--- src/verilog/bsc_map.svh ---
// constants and timing counts for the burst sram cycle link
`ifndef BSC_MAP_SVH
`define BSC_MAP_SVH
`define BSC_RST_WAIT 4'h8
`define BSC_BURST_LEN 3'h4
`define BSC_CLK_PREP 2'h2
`define BSC_RD_LAT 2'h2
`endif

--- src/verilog/bsc_pkg.sv ---
// types shared by both ends of the burst sram link
package bsc_pkg;
    typedef enum logic [3:0] {
        BSC_IDLE = 4'b0001,
        BSC_WR = 4'b0010,
        BSC_RD = 4'b0100,
        BSC_GAP = 4'b1000
    } bsc_state_t;
endpackage
--- src/verilog/bsc_if.sv ---
// pin-level link between cache controller and burst sram
`timescale 1ns/1ps
interface bsc_if #(parameter int AW = 16, parameter int DW = 36);
    logic rst_n;
    logic clk_run;
    logic burst_start_strobe_n;
    logic write_n;
    logic [AW-1:0] addr;
    logic [DW-1:0] dq_host_out;
    logic dq_host_oe;
    logic [DW-1:0] dq_dev_out;
    logic dq_dev_oe;
    logic data_strobe_a;
    logic data_strobe_b;
    logic strobe_oe;
    modport dev (input rst_n, clk_run, burst_start_strobe_n, write_n, addr, dq_host_out,
        dq_host_oe, output dq_dev_out, dq_dev_oe, data_strobe_a, data_strobe_b, strobe_oe);
    modport host (output rst_n, clk_run, burst_start_strobe_n, write_n, addr, dq_host_out,
        dq_host_oe, input dq_dev_out, dq_dev_oe, data_strobe_a, data_strobe_b, strobe_oe);
endinterface

--- src/verilog/bsc_host.sv ---
// cache controller end: reset sequencing and burst issue
`timescale 1ns/1ps
`include "bsc_map.svh"
module bsc_host import bsc_pkg::*; #(
    parameter int AW = 16,
    parameter int DW = 36
) (
    // clock and reset
    input wire logic core_clk,
    input wire logic sys_rst,
    // user request
    input wire logic req_valid,
    output logic req_ready,
    input wire logic req_write,
    input wire logic [AW-1:0] req_addr,
    input wire logic [2:0] req_wr_beats,
    input wire logic [DW-1:0] wr_data,
    output logic wr_data_take,
    // user read answer
    output logic [DW-1:0] rd_data,
    output logic rd_valid,
    // link
    bsc_if.host link
);
    typedef struct packed {
        bsc_state_t st;
        logic rst_n;
        logic [3:0] rst_cnt;
        logic [1:0] prep;
        logic [1:0] beat;
        logic [2:0] keep;
        logic ads_n;
        logic we_n;
        logic [AW-1:0] addr;
        logic [DW-1:0] d;
        logic d_oe;
        logic [DW-1:0] rd;
        logic rd_v;
    } bsc_host_s_t;

    bsc_host_s_t s_reg, s_next;
    logic clk_need;

    // clock wanted while starting up, busy, draining reads or asked for
    assign clk_need = s_reg.rst_n && (req_valid || s_reg.st != BSC_IDLE || !s_reg.ads_n
        || link.dq_dev_oe || s_reg.rst_cnt != `BSC_RST_WAIT);

    always_comb begin
        s_next = s_reg;
        s_next.rst_n = 1'b1;
        s_next.ads_n = 1'b1;
        s_next.d_oe = 1'b0;
        s_next.rd_v = 1'b0;
        s_next.rd = link.dq_dev_out;
        if (s_reg.rst_n && s_reg.rst_cnt != `BSC_RST_WAIT) begin
            s_next.rst_cnt = s_reg.rst_cnt + 4'h1;
        end
        // a restarted clock must give two good edges before any strobe
        if (!clk_need) begin
            s_next.prep = 2'h0;
        end else if (s_reg.prep != `BSC_CLK_PREP) begin
            s_next.prep = s_reg.prep + 2'h1;
        end
        if (link.dq_dev_oe) begin
            s_next.rd_v = 1'b1;
        end
        wr_data_take = 1'b0;
        unique case (s_reg.st)
            BSC_IDLE: begin
                s_next.we_n = 1'b1;
                s_next.addr = '0;
                if (req_ready && req_valid) begin
                    s_next.ads_n = 1'b0;
                    s_next.addr = req_addr;
                    s_next.we_n = !req_write;
                    s_next.keep = req_wr_beats;
                    s_next.beat = 2'h0;
                    s_next.st = req_write ? BSC_WR : BSC_RD;
                end
            end
            BSC_WR: begin
                wr_data_take = 1'b1;
                s_next.d = wr_data;
                s_next.d_oe = 1'b1;
                // high from the first dropped beat to burst end
                s_next.we_n = ({1'b0, s_reg.beat} >= s_reg.keep);
                s_next.beat = s_reg.beat + 2'h1;
                if (s_reg.beat == 2'h3) begin
                    s_next.st = BSC_GAP;
                end
            end
            BSC_RD: begin
                s_next.beat = s_reg.beat + 2'h1;
                if (s_reg.beat == 2'h3) begin
                    s_next.st = BSC_IDLE;
                end
            end
            BSC_GAP: begin
                s_next.we_n = 1'b1;
                s_next.d_oe = 1'b0;
                s_next.addr = '0;
                s_next.st = BSC_IDLE;
            end
        endcase
    end

    always_ff @(posedge core_clk) begin
        if (sys_rst) begin
            s_reg <= '0;
            s_reg.st <= BSC_IDLE;
            s_reg.ads_n <= 1'b1;
            s_reg.we_n <= 1'b1;
        end else begin
            s_reg <= s_next;
        end
    end

    assign req_ready = (s_reg.st == BSC_IDLE) && s_reg.ads_n && s_reg.rst_cnt == `BSC_RST_WAIT
        && s_reg.prep == `BSC_CLK_PREP && !link.dq_dev_oe;
    assign rd_data = s_reg.rd;
    assign rd_valid = s_reg.rd_v;
    assign link.rst_n = s_reg.rst_n;
    assign link.clk_run = clk_need;
    assign link.burst_start_strobe_n = s_reg.ads_n;
    assign link.write_n = s_reg.we_n;
    assign link.addr = s_reg.addr;
    assign link.dq_host_out = s_reg.d;
    assign link.dq_host_oe = s_reg.d_oe;
endmodule

--- src/flat_wrapper.sv ---
// flat-port wrapper written by rule: the top's interface ports become plain ports
module bsc_host_flat import bsc_pkg::*;
#(
    parameter int AW = 16,
    parameter int DW = 36
)
  (core_clk, sys_rst, req_valid, req_ready, req_write, req_addr, req_wr_beats, wr_data, wr_data_take, rd_data, rd_valid, link_rst_n, link_clk_run, link_burst_start_strobe_n, link_write_n, link_addr, link_dq_host_out, link_dq_host_oe, link_dq_dev_out, link_dq_dev_oe, link_data_strobe_a, link_data_strobe_b, link_strobe_oe);
  bsc_if #(.AW(AW), .DW(DW)) link_i ();
  input wire logic core_clk;
  input wire logic sys_rst;
  input wire logic req_valid;
  output logic req_ready;
  input wire logic req_write;
  input wire logic [AW-1:0] req_addr;
  input wire logic [2:0] req_wr_beats;
  input wire logic [DW-1:0] wr_data;
  output logic wr_data_take;
  output logic [DW-1:0] rd_data;
  output logic rd_valid;
  output wire logic [$bits(link_i.rst_n)-1:0] link_rst_n;
  output wire logic [$bits(link_i.clk_run)-1:0] link_clk_run;
  output wire logic [$bits(link_i.burst_start_strobe_n)-1:0] link_burst_start_strobe_n;
  output wire logic [$bits(link_i.write_n)-1:0] link_write_n;
  output wire logic [$bits(link_i.addr)-1:0] link_addr;
  output wire logic [$bits(link_i.dq_host_out)-1:0] link_dq_host_out;
  output wire logic [$bits(link_i.dq_host_oe)-1:0] link_dq_host_oe;
  input wire logic [$bits(link_i.dq_dev_out)-1:0] link_dq_dev_out;
  input wire logic [$bits(link_i.dq_dev_oe)-1:0] link_dq_dev_oe;
  input wire logic [$bits(link_i.data_strobe_a)-1:0] link_data_strobe_a;
  input wire logic [$bits(link_i.data_strobe_b)-1:0] link_data_strobe_b;
  input wire logic [$bits(link_i.strobe_oe)-1:0] link_strobe_oe;
  assign link_rst_n = link_i.rst_n;
  assign link_clk_run = link_i.clk_run;
  assign link_burst_start_strobe_n = link_i.burst_start_strobe_n;
  assign link_write_n = link_i.write_n;
  assign link_addr = link_i.addr;
  assign link_dq_host_out = link_i.dq_host_out;
  assign link_dq_host_oe = link_i.dq_host_oe;
  assign link_i.dq_dev_out = link_dq_dev_out;
  assign link_i.dq_dev_oe = link_dq_dev_oe;
  assign link_i.data_strobe_a = link_data_strobe_a;
  assign link_i.data_strobe_b = link_data_strobe_b;
  assign link_i.strobe_oe = link_strobe_oe;
  bsc_host #(.AW(AW), .DW(DW)) u_core (.core_clk(core_clk), .sys_rst(sys_rst), .req_valid(req_valid), .req_ready(req_ready), .req_write(req_write), .req_addr(req_addr), .req_wr_beats(req_wr_beats), .wr_data(wr_data), .wr_data_take(wr_data_take), .rd_data(rd_data), .rd_valid(rd_valid), .link(link_i));
endmodule
--- config.mk ---
export PLATFORM = sky130hd
export DESIGN_NAME = bsc_host_flat
export DESIGN_NICKNAME = d
export VERILOG_FILES = /design/src/verilog/bsc_pkg.sv /design/src/verilog/bsc_if.sv /design/src/verilog/bsc_host.sv /design/src/flat_wrapper.sv
export VERILOG_INCLUDE_DIRS = /design/src /design/src/verilog
export SDC_FILE = /design/constraint.sdc
export NUM_CORES = 1
export LEC_CHECK = 0
export BUFFER_PORTS_ARGS = -buffer_cell sky130_fd_sc_hd__buf_2
export CORE_ASPECT_RATIO = 1.25
export CORE_MARGIN = 2
export CORE_UTILIZATION = 38
export CTS_BUF_LIST = sky130_fd_sc_hd__clkbuf_8
export DETAILED_ROUTE_END_ITERATION = 8
export GPL_TIMING_DRIVEN = 1
export MAX_ROUTING_LAYER = met4
export PLACE_DENSITY = 0.69
export REMOVE_ABC_BUFFERS = 1
export SYNTH_ARGS = -nofsm -noshare
export SYNTH_HDL_FRONTEND = slang
export SYNTH_SLANG_ARGS = --single-unit
--- constraint.sdc ---
create_clock -name core_clk -period 2.5 [get_ports core_clk]
set_input_delay 0.125 -clock core_clk [delete_from_list [all_inputs] [get_ports core_clk]]
set_output_delay 0.125 -clock core_clk [all_outputs]
set_load 0.1 [all_outputs]
==> flow_summary_export.csv <==
group,metric,value,unit
sta,fin_tns_setup,0,ps
global_routing,antenna_found_initial,0,
detailed_routing,num_vias,3671,
setup_path,worstPathArrival,2190,ps
synthesis,synth_top_area_frac,0.499,
synthesis,synthTopCellsByCount,"108 x dfxtp_1, 89 x buf_4, 79 x nand2_1",
synthesis,synthTopCellsByArea,"dfxtp_1 50%, buf_4 15%, nand2_1 6.8%",
cells_and_area,seqCellArea,0.00216,sq mm
placed_design,place_congestion,0.738,
synthesis,yosysMostFrequentCell,"dfxtp_1",
cts,cts-root-buf,"clkbuf_8",
sta,hold_viol_final,0,
setup_path,required,2380,ps
synthesis,synth_fa_ha_area_frac,0.0173,
floorplan,std_cell_rows,43,
cells_and_area,fillCellCount,942,
cts,clock-sinks,108,
floorplan,core-area,0.0111,sq mm
floorplan,die_w,99.5,microns
cells_and_area,multi_input_area,0.00138,sq mm
synthesis,syn_inst,484,
setup_path,crit_fanout,37,
sta,hold_slack,16.8,ps
sta,setup_slack,184,ps
sta,rsz0062_at_grt,"no",
synthesis,synth_xor_area_frac,0.0101,
detailed_routing,dr.pass1.iters,5,
cells_and_area,drive_above_1_share,0.323,
detailed_routing,ant_nets,0,
detailed_routing,vias_per_cell,4.55,
synthesis,syn-mean-instance-area,8.95,sq um
run,drv_cap,0,
cts,h-tree-depth,3,
pwr,p_leak,2.66,nW
synthesis,synth_compound_area_frac,0.0907,
cts,post_cts_buffers,0,
sta,max_slew.worst_pin.slew,631,ps
sta,max_freq,432,MHz
synthesis,synth_area,0.00433,sq mm
sta,maxSlewViolCount,0,
sta,relSlewSlack,0.579,
floorplan,ios,195,
global_routing,gr-total-overflow,0,
cts,cts_made_buffers,9,
synthesis,synth_flop_cell,"dfxtp_1",
sta,setup_viol,0,
cts,path_clk_slew,100,ps
cells_and_area,layout.nets,771,
cells_and_area,syn_to_final_growth,35.8,%
synthesis,synth_top_area_cell,"dfxtp_1",
floorplan,start_util,0.391,
global_routing,grt_max_degree,57,
global_routing,grt_usage,0.167,
sta,fin_crit_sh,0.926,
synthesis,synth_async_sr_flop_share,0,
global_routing,grt_pass1_vias,3553,
detailed_routing,routed_wirelength,10600,microns
cells_and_area,diodes,0,
placed_design,hpwl,6440,microns
worst_hold_path,hp-class,"primary input to register",
cts,clock_path_buffers,2,
setup_path,cp-start-kind,"register",
pwr,ir_drop,0.355,mV
synthesis,synth-seq-cells,108,
sta,finalCriticalPeriod,2320,ps
synthesis,ys_warn_count,0,
placed_design,place.port_buffers,191,
setup_path,worstSetupPathType,"register to output port",
synthesis,synth_top_family_by_area,"buffers and inverters",
detailed_routing,detail_route.wl_per_cell,13.1,microns
floorplan,dieHeight,123,microns
floorplan,dieArea,0.0123,sq mm
pwr,power_density,603,mW/mm^2
synthesis,synth_edf_count,0,
cts,cts_tree,"yes",
status,outcome,"complete, no violations",
detailed_routing,drt_iter0_drc,213,
synthesis,ys_seq_area_frac,0.499,
detailed_routing,remaining_drc_errors,0,
sta,fin_skew,12.6,ps
synthesis,synthMuxAreaShare,0.00924,
setup_path,end_kind,"output port",
cts,clkLatencyLatePin,360,ps
synthesis,synth.distinct_cells,34,
placed_design,place_ws,379,ps
synthesis,synth_simple_gate_area_frac,0.185,
global_routing,grt_pass1_wl,16100,microns
[through the flow]
step,power [mW],utilization,instance area (sq um),instances
6_report,3.55,0.531,5880,806
5_1_grt,3.69,0.531,5880,806
4_1_cts,3.57,0.529,5860,806
3_5_place_dp,2.34,0.427,4730,700
3_3_place_gp,2.33,0.427,4730,700
2_1_floorplan,2.17,-,3560,369
[path summary, 6_finish.rpt]
kind / cells after the start / slack (ps) / from / endpoint
worst min-delay path: 3 / 20 / req_wr_beats[0] / u_core.s_reg[92]
worst max-delay path: 4 / 180 / u_core.s_reg[105] / wr_data_take
worst min register to register: 2 / 460 / u_core.link.dq_host_out[26] / u_core.link.dq_host_out[26]
worst max register to register: 5 / 430 / u_core.s_reg[107] / u_core.s_reg[93]
[layout by cell type (no fill, tap or decap), drive strengths merged, types with 3 or more instances in the layout]
cell type | Yosys | layout
nor2b | 38 | 38
nor3 | 3 | 3
xor2 | 3 | 3
a22oi | 16 | 16
inv | 11 | 12
a21oi | 42 | 42
dlygate4sd3 | 0 | 90
ha | 6 | 6
clkbuf | 18 | 13
mux2i | 4 | 4
nand3 | 4 | 4
or3 | 3 | 3
a31oi | 3 | 3
nand2 | 79 | 79
nor2 | 28 | 28
nand2b | 3 | 3
dfxtp | 108 | 108
buf | 97 | 195
[critical path: stages (launching register included)]
cell	delay (ps)
dfxtp_1	490
or4b_2	710
inv_1	120
buf_6	270
buf_12	220
[layer usage]
metal | wire, microns | vias to the layer above | global-route usage
met5 | 0 | - | -
met4 | 238 | 0 | 0.0745
met3 | 609 | 23 | 0.0390
met2 | 5480 | 140 | 0.287
met1 | 4230 | 1684 | 0.185
li1 | - | 1824 | -
[power by group]
group          total [mW]  switching, mW  internal [mW]
Clock                1.13          0.578          0.551
Sequential           1.79         0.0238           1.76
Combinational       0.631          0.412          0.219
[cell families after synthesis]
group | after synthesis
simple gates | 168
buf+inv | 126
flops | 108
compound gates | 67
fa+ha+maj | 6
xor+xnor | 5
mux | 4
[what timing repair did]
action | in CTS | in global routing
hold buffers | 90 | 0
pin swaps | 0 | 0
endpoints found under the hold margin | 90 | 0
resized for setup | 1 | 4
setup endpoints to repair | 1 | 2
[final cells by class]
| class | instances | area share |
|---|---|---|
| flip-flops and latches | 108 | 0.367 |
| repair buffers | 286 | 0.326 |
| multi-input cells | 250 | 0.234 |
| well taps | 135 | 0.0287 |
| clock buffers | 12 | 0.0281 |
| clock inverters | 4 | 0.00936 |
| inverters | 11 | 0.00702 |
Note: power is estimated with default switching activity, not from simulation.
